## src/core/mcp_pkg.sv

```systemverilog
// package: constants and carrier types for the controller-side cache memory port
package mcp_pkg;

  localparam int ADDR_W   = 22;
  localparam int DATA_W   = 32;
  localparam int PAR_W    = 4;
  localparam int BUS_W    = DATA_W + PAR_W;

  // control line encodings driven by the controller
  localparam logic CTL_READ      = 1'h0;
  localparam logic CTL_WRITE     = 1'h1;
  localparam logic CTL_NO_PAUSE  = 1'h0;
  localparam logic CTL_SINGLE    = 1'h0;
  localparam logic CTL_DOUBLE    = 1'h1;

  // control lines of one transfer
  typedef struct packed {
    logic direction_ctl;
    logic byte_pause_ctl;
    logic double_word_ctl;
  } mcp_ctl_t;

  localparam mcp_ctl_t CTL_IDLE = 3'h0;

  // user-side transfer request
  typedef struct packed {
    logic              write;
    logic              dbl;
    logic [ADDR_W-1:0] addr;
  } mcp_req_t;

  typedef enum logic [2:0] {
    ST_IDLE = 3'h1,
    ST_REQ  = 3'h2,
    ST_XFER = 3'h4
  } mcp_state_t;

endpackage : mcp_pkg

```

## src/core/mcp_port.sv

```systemverilog
// module: controller end of the shared cache memory port
`timescale 1ns/1ps
`default_nettype none

module mcp_port #(
  parameter int ADDR_W = mcp_pkg::ADDR_W,
  parameter int BUS_W  = mcp_pkg::BUS_W
) (
  input  wire logic              clk_sys,
  input  wire logic              reset,
  // user side
  input  wire logic              start,
  input  wire mcp_pkg::mcp_req_t req_in,
  input  wire logic [BUS_W-1:0]  wr_data,
  input  wire logic              wr_last,
  output logic                   busy,
  output logic                   done,
  output logic [BUS_W-1:0]       rd_data,
  output logic                   rd_valid,
  // cache side
  output logic                   mem_req,
  input  wire logic              mem_ack,
  input  wire logic              addr_sel,
  input  wire logic              data_sel,
  input  wire logic              xfer_end,
  output logic [ADDR_W-1:0]      bus_addr,
  output logic                   bus_addr_oe,
  output mcp_pkg::mcp_ctl_t      bus_ctl,
  output logic [BUS_W-1:0]       bus_data_o,
  output logic                   bus_data_oe,
  input  wire logic [BUS_W-1:0]  bus_data_i
);

  // ==========================================================
  // control encoding
  // ==========================================================
  mcp_pkg::mcp_state_t state_q, state_d;
  mcp_pkg::mcp_req_t   req_q;
  mcp_pkg::mcp_ctl_t   ctl_q;
  wire mcp_pkg::mcp_ctl_t ctl_new;
  wire                    is_write;

  function automatic mcp_pkg::mcp_ctl_t encode(input mcp_pkg::mcp_req_t r);
    mcp_pkg::mcp_ctl_t c;
    c.byte_pause_ctl  = mcp_pkg::CTL_NO_PAUSE;
    c.direction_ctl   = r.write ? mcp_pkg::CTL_WRITE : mcp_pkg::CTL_READ;
    // reads are always double-word yet go out with the size line low
    c.double_word_ctl = r.write ? r.dbl : mcp_pkg::CTL_SINGLE;
    return c;
  endfunction : encode

  assign ctl_new  = encode(req_in);
  assign is_write = req_q.write;

  // ==========================================================
  // sequencer
  // ==========================================================
  always_comb begin
    state_d = state_q;
    case (state_q)
      mcp_pkg::ST_IDLE: begin
        // start is only taken from idle, a start while busy is dropped
        if (start)
          state_d = mcp_pkg::ST_REQ;
      end
      mcp_pkg::ST_REQ: begin
        if (mem_ack)
          state_d = mcp_pkg::ST_XFER;
      end
      mcp_pkg::ST_XFER: begin
        if (xfer_end)
          state_d = mcp_pkg::ST_IDLE;
      end
      default: state_d = mcp_pkg::ST_IDLE;
    endcase
  end

  wire take_start = (state_q == mcp_pkg::ST_IDLE) && start;
  wire in_xfer    = (state_q == mcp_pkg::ST_XFER);
  wire addr_gate  = in_xfer && addr_sel;
  wire drive_data = in_xfer && data_sel && is_write;
  wire grab_data  = in_xfer && data_sel && !is_write;

  always_ff @(posedge clk_sys or posedge reset) begin
    if (reset) begin
      state_q <= mcp_pkg::ST_IDLE;
      req_q   <= '0;
      ctl_q   <= mcp_pkg::CTL_IDLE;
    end else begin
      state_q <= state_d;
      // request and encoding are loaded only on an accepted start and held until the next one
      if (take_start) begin
        req_q <= req_in;
        ctl_q <= ctl_new;
      end
    end
  end

  // ==========================================================
  // bus drive
  // ==========================================================
  always_ff @(posedge clk_sys or posedge reset) begin
    if (reset) begin
      mem_req     <= 1'h0;
      busy        <= 1'h0;
      done        <= 1'h0;
      bus_addr    <= '0;
      bus_addr_oe <= 1'h0;
      bus_ctl     <= mcp_pkg::CTL_IDLE;
      bus_data_o  <= '0;
      bus_data_oe <= 1'h0;
      rd_data     <= '0;
      rd_valid    <= 1'h0;
    end else begin
      // request held until acknowledge, then dropped
      mem_req     <= (state_d == mcp_pkg::ST_REQ);
      busy        <= (state_d != mcp_pkg::ST_IDLE);
      done        <= in_xfer && xfer_end;
      // address and control lines read zero whenever they are not gated
      bus_addr_oe <= addr_gate;
      bus_addr    <= addr_gate ? req_q.addr : '0;
      bus_ctl     <= addr_gate ? ctl_q : mcp_pkg::CTL_IDLE;
      bus_data_oe <= drive_data;
      bus_data_o  <= drive_data ? wr_data : '0;
      rd_valid    <= grab_data;
      if (grab_data)
        rd_data <= bus_data_i;
    end
  end

  // ==========================================================
  // checks
  // ==========================================================
  // control line encoding
  pause_low_a: assert property (@(posedge clk_sys) disable iff (reset)
    !bus_ctl.byte_pause_ctl)
    else $error("pause line asserted");

  read_enc_a: assert property (@(posedge clk_sys) disable iff (reset)
    (bus_addr_oe && !bus_ctl.direction_ctl) |-> (bus_ctl == mcp_pkg::CTL_IDLE))
    else $error("read encoding wrong");

  write_enc_a: assert property (@(posedge clk_sys) disable iff (reset)
    (bus_addr_oe && req_q.write) |->
      (bus_ctl.direction_ctl == mcp_pkg::CTL_WRITE && !bus_ctl.byte_pause_ctl))
    else $error("write encoding wrong");

  dir_match_a: assert property (@(posedge clk_sys) disable iff (reset)
    bus_addr_oe |-> (bus_ctl.direction_ctl == req_q.write))
    else $error("direction mismatch");

  write_dbl_a: assert property (@(posedge clk_sys) disable iff (reset)
    (bus_addr_oe && bus_ctl.direction_ctl) |-> (bus_ctl.double_word_ctl == req_q.dbl))
    else $error("write size mismatch");

  // request handshake
  req_start_a: assert property (@(posedge clk_sys) disable iff (reset)
    take_start |=> mem_req)
    else $error("request not raised");

  req_hold_a: assert property (@(posedge clk_sys) disable iff (reset)
    (mem_req && !mem_ack) |=> mem_req)
    else $error("request dropped early");

  req_release_a: assert property (@(posedge clk_sys) disable iff (reset)
    (mem_req && mem_ack) |=> !mem_req)
    else $error("request not released");

  req_state_a: assert property (@(posedge clk_sys) disable iff (reset)
    mem_req == (state_q == mcp_pkg::ST_REQ))
    else $error("request outside request state");

  busy_req_a: assert property (@(posedge clk_sys) disable iff (reset)
    mem_req |-> busy)
    else $error("request while not busy");

  done_end_a: assert property (@(posedge clk_sys) disable iff (reset)
    (in_xfer && xfer_end) |=> done)
    else $error("end of cycle not reported");

  done_idle_a: assert property (@(posedge clk_sys) disable iff (reset)
    done |-> !busy)
    else $error("busy at end of cycle");

  // address, control and data gating
  addr_gate_a: assert property (@(posedge clk_sys) disable iff (reset)
    addr_gate |=> (bus_addr_oe && bus_addr == $past(req_q.addr)))
    else $error("address not driven");

  addr_idle_a: assert property (@(posedge clk_sys) disable iff (reset)
    !bus_addr_oe |-> (bus_addr == '0 && bus_ctl == mcp_pkg::CTL_IDLE))
    else $error("address lines not quiet");

  sel_ignore_a: assert property (@(posedge clk_sys) disable iff (reset)
    !in_xfer |=> (!bus_addr_oe && !bus_data_oe && !rd_valid))
    else $error("select taken outside a cycle");

  data_dir_a: assert property (@(posedge clk_sys) disable iff (reset)
    !(bus_data_oe && rd_valid))
    else $error("data drive and capture together");

  wr_drive_a: assert property (@(posedge clk_sys) disable iff (reset)
    drive_data |=> (bus_data_oe && bus_data_o == $past(wr_data)))
    else $error("write data not driven");

  data_idle_a: assert property (@(posedge clk_sys) disable iff (reset)
    !bus_data_oe |-> (bus_data_o == '0))
    else $error("data lines not quiet");

  rd_capture_a: assert property (@(posedge clk_sys) disable iff (reset)
    grab_data |=> (rd_valid && rd_data == $past(bus_data_i)))
    else $error("read data not captured");

endmodule : mcp_port

`default_nettype wire

```

## config.mk

```make
export PLATFORM = sky130hd
export DESIGN_NAME = mcp_port
export DESIGN_NICKNAME = d
export VERILOG_FILES = /design/src/core/mcp_pkg.sv /design/src/core/mcp_port.sv
export SDC_FILE = /design/constraint.sdc
export NUM_CORES = 1
export LEC_CHECK = 0
export BUFFER_PORTS_ARGS = -buffer_cell sky130_fd_sc_hd__buf_2
export CAP_MARGIN = 0
export CORE_UTILIZATION = 47
export CTS_CLUSTER_SIZE = 8
export DETAILED_ROUTE_END_ITERATION = 16
export GPL_TIMING_DRIVEN = 0
export PLACE_DENSITY = 0.8
export SYNTH_ARGS = -nofsm -noshare
export SYNTH_HDL_FRONTEND = slang
export SYNTH_SLANG_ARGS = --single-unit
```

## constraint.sdc

```tcl
create_clock -name clk_sys -period 5 [get_ports clk_sys]
set_input_delay 0.5 -clock clk_sys [delete_from_list [all_inputs] [get_ports clk_sys]]
set_output_delay 0.5 -clock clk_sys [all_outputs]
set_load 0.02 [all_outputs]
```

==> reports/qor.csv, run 1 <==
metric,value,unit
crit_start,state_q[0],
rr_worst_depth,4,
drive_above_1_share,57.1,%
design_area,6490,um^2
clk_pin_slew,0.06,ns
cts_sinks,129,
layoutNonFillerInstCount,657,
syn_nets,392,
numPlacedInstances,626,
post-route-period-util,33.1,%
leakagePower,3.63,nW
tns,0,ns
initial_core_util,48.1,%
viasPerCell,4.52,
grt_usage,18.7,%
yosys-top-cells-count,"dfrtp_1, and2_1, mux2_4, mux2_1, mux2_2",
synth_compound_area_share,1.04,%
yosys.cell_types.count,27,
endpoint_kind,flip-flop,
synthSimpleGateAreaFrac,9.97,%
area_growth,38.7,%
synth_area_leaders,"dfrtp_1, mux2_4, and2_1, mux2_1, mux2_2",
synth_top_family_by_area,multiplexers,
grt_pass1_wl,14.3,mm
required,5.39,ns
maxCapViolations,0,
via_count,2971,
tightest_slew,0.580,ns
cts_resized,0,
crit_type,reg2reg,
ant_nets,0,
fin_crit,1.65,ns
hold_ws,0.0703,ns
worst_r2r_startpoint,state_q[0],
fp.coreArea,9730,um^2
synthesis.area,4680,um^2
outcome,"finished, final reports clean",
routed_wirelength,9.47,mm
die_h,102,um
yosysWarnings,0,
yosysTopAreaCell,dfrtp_1,
ys_ff_latch,129,
irDropWorstVdd,0.266,mV
htree_levels,4,
die_w,102,um
cp-start-kind,flip-flop,
die-area,10400,um^2
powerDensity,478,nW/um^2
dp_hpwl,6.84,mm
port_buffers,204,
nNetsFinal,616,
fillers,728,
synth_top_area_share,68.4,%
synth_edf_count,0,
async_reset_ff_share,100,%
cp.arrival,2.04,ns
dr.pass1.iters,4,
cts_root_buffer,clkbuf_8,
grt.overflow.total,0,
avgSynthCellArea,16.3,um^2
first_global_vias,2980,
clk_latency,0.51,ns
synth-main-ff-cell,dfrtp_1,
cts_inserted_buffers,17,
placed_area,5900,um^2
clock_skew,0.00752,ns
slew_viol_final,0,
num_io_pins,207,
hold_class,in2async,
cts_hold_buf,0,
drcViolationCount,0,
n_antenna_cell,0,
netlist_instances,288,
cts_setup_buffers,0,
post-place-ws,3.36,ns
rows,36,
synth_most_common_cell,dfrtp_1,
antenna_found_initial,0,
drtIter0Drc,41,
synth_fa_ha_area_share,0,%
cp_max_fo,10,
hold_viol_final,0,
cts_max_path_buffers,2,
cts_tree,built,
synthXorXnorAreaFrac,0,%
grt_max_degree,67,
relSlewSlack,61.4,%
routedWlPerCell,14.4,um
setup_viol,0,
layout_setup_ws,3.35,ns
rsz0062_at_grt,no,
place_congestion,0.703,
synth_mux_area_share,16.5,%
fmax,605,MHz
ys_seq_area_share,69.0,%
[path summary, 6_finish.rpt]
| path | endpoint | slack, ns |
|---|---|---|
| worst min register to register | req_q[1] | 0.48 |
| min in group clk_sys | bus_data_o[11] | 0.20 |
| worst max register to register | req_q[17] | 3.35 |
| worst min-delay path | rd_data[31] | 0.07 |
| max in group asynchronous | bus_ctl[0] | 4.22 |
| worst max-delay path | req_q[17] | 3.35 |
[flip-flops by register name, summed over array words and instances (netlist names)]
signal	count
bus_data_o	36
rd_data	36
bus_addr	22
req_q	22
state_q	3
bus_ctl	2
bus_addr_oe	1
bus_data_oe	1
busy	1
ctl_q	1
done	1
is_write	1
mem_req	1
rd_valid	1
[layer usage]
| layer | track usage [%] | routed length [um] | part of all wire (%) | up-vias |
|---|---|---|---|---|
| met5 | 0 | 0 | 0 | - |
| met4 | 8.81 | 106 | 1.1 | 0 |
| met3 | 8.21 | 870 | 9.2 | 10 |
| met2 | 30.6 | 4720 | 50 | 132 |
| met1 | 21.1 | 3770 | 40 | 1436 |
| li1 | - | - | - | 1393 |
[final cells by class]
type,instances,area (um^2),share of cell area (%)
clock inverters,12,160,2.47
repair buffers,205,1050,16.1
inverters,2,12.5,0.193
multi-input cells,141,1290,19.9
well taps,133,166,2.56
plain buffers,16,151,2.33
clock buffers,19,432,6.65
flip-flops and latches,129,3230,49.7
[placed cells by master, fill, tap and decap left out, types with 4 or more instances in the layout]
master      count
buf_6           4
dfrtp_1       128
mux2_4         29
clkinvlp_4      4
and2_1         60
mux2_2         12
buf_2         211
clkbuf_16      16
mux2_1         18
[worst max-delay path, cell delays in order, from the launching register on]
cell and delay [ns]:
dfstp_2 0.58, and4bb_1 0.21, buf_2 0.22, buf_6 0.19, mux2_1 0.34
[cells by family after synthesis]
family	count (synthesis)
AOI/OAI and AO/OA	7
buffers and inverters	18
DFF	129
muxes	59
other	1
and+or+nand+nor	74
[power breakdown]
group | total, mW | internal (mW) | switching (mW)
registers | 1.32 | 1.23 | 0.0863
logic | 0.570 | 0.290 | 0.280
clock network | 1.21 | 0.771 | 0.438
[metrics by stage]
stage	power (mW)	utilization (%)
floorplan	1.72	-
global placement	1.88	60.3
detailed placement	1.92	60.6
CTS	3.14	66.7
global route	3.26	66.7
finish	3.10	66.7
(Power assumes the default switching activity.)
==> inputs of run 2 (changes only) <==
Settings changed: CORE_UTILIZATION 47 to 42, PLACE_DENSITY 0.8 to 0.75.
Clock period 5 ns to 1.4 ns, I/O delays scaled along.
==> run 2 against run 1 <==
Against the previous run: the flow now finishes with violations (setup timing); design area up 22%; power rose to 3.9 times the previous value; sequential cell count unchanged; maximum frequency grew 4.9%; wire length increased by 39%; combinational power grew to 5.5 times the previous value; via count rose by 20%; register-to-register slack lost 3.5 ns; critical path depth is 1 higher; worst setup slack got worse by 3.5 ns; sequential share of layout area down 8.9 points; clock skew decreased by 0.0037 ns; critical path type unchanged; highest routed layer unchanged.
==> reports/qor.csv, run 2 (synthesis gave the netlist of run 1 again) <==
metric,value,unit
outcome,"complete, but fails checks",
violations,setup timing,
setup_viol,59,
rsz0062_at_grt,yes,
mostFrequentLayoutCells,"buf_2, dfrtp_1, dlygate4sd3_1",
clk_latency,0.51,ns
dr.pass1.iters,4,
via_count,3553,
hold_viol_final,0,
register_area,3230,um^2
num_io_pins,207,
nNetsFinal,731,
switching_share,27.5,%
cts_sinks,129,
cp-start-kind,flip-flop,
grt.overflow.total,0,
cts_max_path_buffers,2,
initial_core_util,43.2,%
place_congestion,0.729,
die_h,108,um
p_total,11.9,mW
required,1.79,ns
fp.coreArea,10800,um^2
port_buffers,204,
fmax,634,MHz
hold_class,in2reg,
rows,38,
cp.arrival,1.97,ns
endpoint_kind,flip-flop,
grt_pass1_wl,19.6,mm
mostFrequentLayoutCell,buf_2,
drtIter0Drc,141,
cts_root_buffer,clkbuf_8,
routedWlPerCell,16.9,um
htree_levels,4,
tightest_slew,0.640,ns
combPwrFrac,26.1,%
clock_skew,0.00381,ns
largestRegisters,"bus_data_o x36, rd_data x36",
p_int,8.66,mW
slew_viol_final,0,
area_growth,68.9,%
fin_crit,1.58,ns
antenna_found_initial,0,
ant_nets,0,
maxCapViolations,0,
drcViolationCount,0,
leakagePower,4.24,nW
grt_max_degree,41,
seqPwrFrac,40.2,%
placed_area,6050,um^2
cp_max_fo,5,
grt_usage,23.1,%
pwr-share-clk,33.7,%
drive_above_1_share,53.2,%
routed_wirelength,13.2,mm
fillers,676,
die-area,11600,um^2
cts_tree,built,
n_antenna_cell,0,
powerDensity,1510,nW/um^2
first_global_vias,3886,
relSlewSlack,57.2,%
irDropWorstVdd,0.928,mV
dp_hpwl,7.32,mm
die_w,108,um
viasPerCell,4.56,
design_area,7900,um^2
multi_input_area,1430,um^2
power.switching,3.29,mW
clk_pin_slew,0.06,ns
post-route-period-util,113,%
cts_inserted_buffers,17,
layout_setup_ws,-0.176,ns
crit_type,reg2reg,
run 2: repair_timing:
action                     in CTS  in global routing
resized for setup              20                 18
hold buffers                   99                  0
pin swaps                       2                  1
buffers inserted                7                  6
hold endpoints to repair      126                  0
cloned                          2                  4
setup endpoints to repair      98                 97
run 2: metal layers:
layer | GRT usage (%) | vias to the layer above | part of all wire, %
met5 | 0 | - | 0
met4 | 11.4 | 0 | 2.5
met3 | 6.96 | 26 | 6.3
met2 | 41.9 | 160 | 54
met1 | 24.2 | 1747 | 38
li1 | - | 1620 | -
run 2: worst paths after layout:
| check | from | end | slack, ns | cells past startpoint |
|---|---|---|---|---|
| hold / removal | start | state_q[1] | 0.05 | 4 |
| max in group asynchronous | reset | state_q[0] | 0.22 | 5 |
| setup reg to reg | state_q[0] | req_q[6] | -0.18 | 5 |
| setup / recovery | state_q[0] | req_q[6] | -0.18 | 5 |
| hold reg to reg | req_q[7] | bus_addr[7] | 0.48 | 1 |
| min in group asynchronous | reset | bus_data_o[25] | 0.29 | 3 |
run 2: power by group through the flow:
stage	Combinational, mW	Clock (mW)	Sequential, mW
3_5_place_dp	2.46	0	4.80
5_1_grt	3.32	4.29	4.87
4_1_cts	3.17	4.08	4.75
3_3_place_gp	2.38	0	4.77
2_1_floorplan	1.45	0	5.09
6_report	3.12	4.02	4.80
run 2: cell type report:
cell class | count | share of cell area [%]
Timing Repair Buffer | 322 | 29.2
Tap cell | 140 | 2.22
Multi-Input combinational cell | 141 | 18.1
Clock buffer | 18 | 5.41
Buffer | 14 | 2.61
Sequential cell | 129 | 40.9
Clock inverter | 13 | 1.44
Inverter | 2 | 0.142
run 2: critical path: stages, from the launching register on:
cell      delay (ns)
dfstp_2         0.57
and4bb_1        0.22
buf_6           0.15
buf_12          0.11
buf_12          0.11
mux2_4          0.30
run 2: stage by stage:
stage	setup WS, ns	setup TNS [ns]	hold WS, ns	instances	utilization [%]
floorplan	-0.334	-47.98	0.269	288	-
global placement	-1.05	-146.73	0.347	632	55.3
global route	-0.212	-9.50	0.0672	779	72.9
detailed placement	-0.251	-14.10	0.249	635	55.8
CTS	-0.191	-8.90	0.0207	773	71.9
finish	-0.176	-7.46	0.0542	779	72.9
==> inputs of run 3 (changes only) <==
Settings changed: GPL_TIMING_DRIVEN 0 to unset.
==> run 3 against run 2 <==
Against the previous run: first-iteration DRC count increased by 53%; largest power group unchanged; maximum frequency increased by 4.1%; highest routed layer unchanged; global-route usage about the same; sequential power about the same; largest cell class unchanged; wire length increased by 1.5%; combinational power decreased by 4%; the run still ends with setup timing left.
==> reports/qor.csv, run 3 (synthesis gave the netlist of run 1 again) <==
metric,value,unit
cp.depth,5,
cp-start-kind,flip-flop,
violations,setup timing,
hold_viol_final,0,
htree_levels,4,
combPwrFrac,24.1,%
clock_skew,0.00622,ns
clk_pin_slew,0.06,ns
cp_max_fo,9,
area_growth,66.3,%
power.switching,3.29,mW
num_io_pins,207,
irDropWorstVdd,1.07,mV
r2r_end,rd_data[15],
worstSetupEndpoint,rd_data[15],
place_congestion,0.701,
slowest_stage,dfstp_2,
port_buffers,204,
leakagePower,4.18,nW
cp.arrival,1.92,ns
cts_max_path_buffers,2,
viasPerCell,4.66,
tns,-5.68,ns
die_w,108,um
grt_max_degree,74,
largestRegisters,"bus_data_o x36, rd_data x36",
reg2reg_slack,-0.11,ns
fp.coreArea,10800,um^2
design_area,7780,um^2
post-route-period-util,108,%
dp_hpwl,6.95,mm
n_antenna_cell,0,
rsz0062_at_grt,yes,
p_total,12.4,mW
max_stage_delay,0.57,ns
final_core_util,71.8,%
path_cells,"nor2_4, and4b_4, buf_12, buf_16, mux2_4",
p_int,9.13,mW
cts_inserted_buffers,17,
fin_crit,1.51,ns
drcViolationCount,0,
mostFrequentLayoutCells,"buf_2, dfrtp_1, dlygate4sd3_1",
grt_usage,23.1,%
outcome,"complete, but fails checks",
powerDensity,1600,nW/um^2
grt.overflow.total,0,
antenna_found_initial,0,
cts_root_buffer,clkbuf_8,
maxCapViolations,0,
critPathTopFamily,flip-flops,
crit_type,reg2reg,
first_global_vias,3717,
seqPwrFrac,38.6,%
clk_latency,0.52,ns
initial_core_util,43.2,%
required,1.80,ns
crit_buf_inv,2,
ant_nets,0,
cts_tree,built,
crit_start,state_q[0],
dr.pass1.iters,4,
die-area,11600,um^2
pwr-share-clk,37.3,%
routedWlPerCell,17.5,um
fmax,660,MHz
cts_sinks,129,
hold_class,in2reg,
drive_above_1_share,51.8,%
layout_setup_ws,-0.114,ns
nNetsFinal,717,
worst_r2r_startpoint,state_q[0],
slew_viol_final,0,
placed_area,5950,um^2
rows,38,
rr_worst_depth,5,
via_count,3568,
drtIter0Drc,216,
die_h,108,um
routed_wirelength,13.4,mm
mostFrequentLayoutCell,buf_2,
switching_share,26.5,%
grt_pass1_wl,19.5,mm
setup_viol,59,
endpoint_kind,flip-flop,
[run 3: cell types whose count changed in the layout (fill, tap and decap cells not counted), sizes merged]
cell      change
buf          -13
bufinv        +3
clkinv        -2
and4          +1
clkbuf        -1
clkinvlp      -1
[run 3: power groups by stage]
stage / Clock [mW] / Sequential (mW) / Combinational [mW]
global placement: 0 / 4.80 / 2.34
global route: 4.88 / 4.87 / 3.18
floorplan: 0 / 5.09 / 1.45
CTS: 4.70 / 4.78 / 2.85
detailed placement: 0 / 4.84 / 2.41
finish: 4.63 / 4.80 / 2.99
[run 3: worst min-delay path by stage]
stage | start | endpoint | slack (ns) | cells past startpoint
after floorplan | wr_data[0] | bus_data_o[0] | 0.27 | 1
after global placement | reset | bus_data_o[19] | 0.27 | 3
after detailed placement | reset | bus_data_o[19] | 0.29 | 3
after CTS | addr_sel | bus_addr_oe | 0.02 | 2
after global routing | addr_sel | bus_addr_oe | 0.03 | 2
final | addr_sel | bus_addr_oe | 0.03 | 2
[run 3: layout make-up]
class	count	area [um^2]
multi-input cells	142	1430
repair buffers	321	2310
well taps	140	175
flip-flops and latches	129	3230
clock buffers	19	442
inverters	2	11.3
fillers	685	3060
clock inverters	13	183
[run 3: timing repair]
item	4_1_cts	5_1_grt
gates cloned	3	4
hold buffers	99	0
pin swaps	2	2
hold endpoints to repair	228	0
endpoints found under the setup margin	120	85
resized for setup	12	2
setup buffers	3	0
[run 3: routing by layer]
layer | global-route usage [%] | wire [um] | vias up
li1 | - | - | 1598
met3 | 6.90 | 761 | 29
met5 | 0 | 0 | -
met4 | 9.30 | 350 | 0
met2 | 41.2 | 6930 | 155
met1 | 25.6 | 5330 | 1786
[run 3: through the flow]
step	hold WS [ns]	std cells	setup WS [ns]
floorplan	0.269	288	-0.334
global placement	0.275	625	-0.126
detailed placement	0.289	625	-0.161
CTS	0.0165	762	-0.122
global route	0.0279	766	-0.142
finish	0.0290	766	-0.114
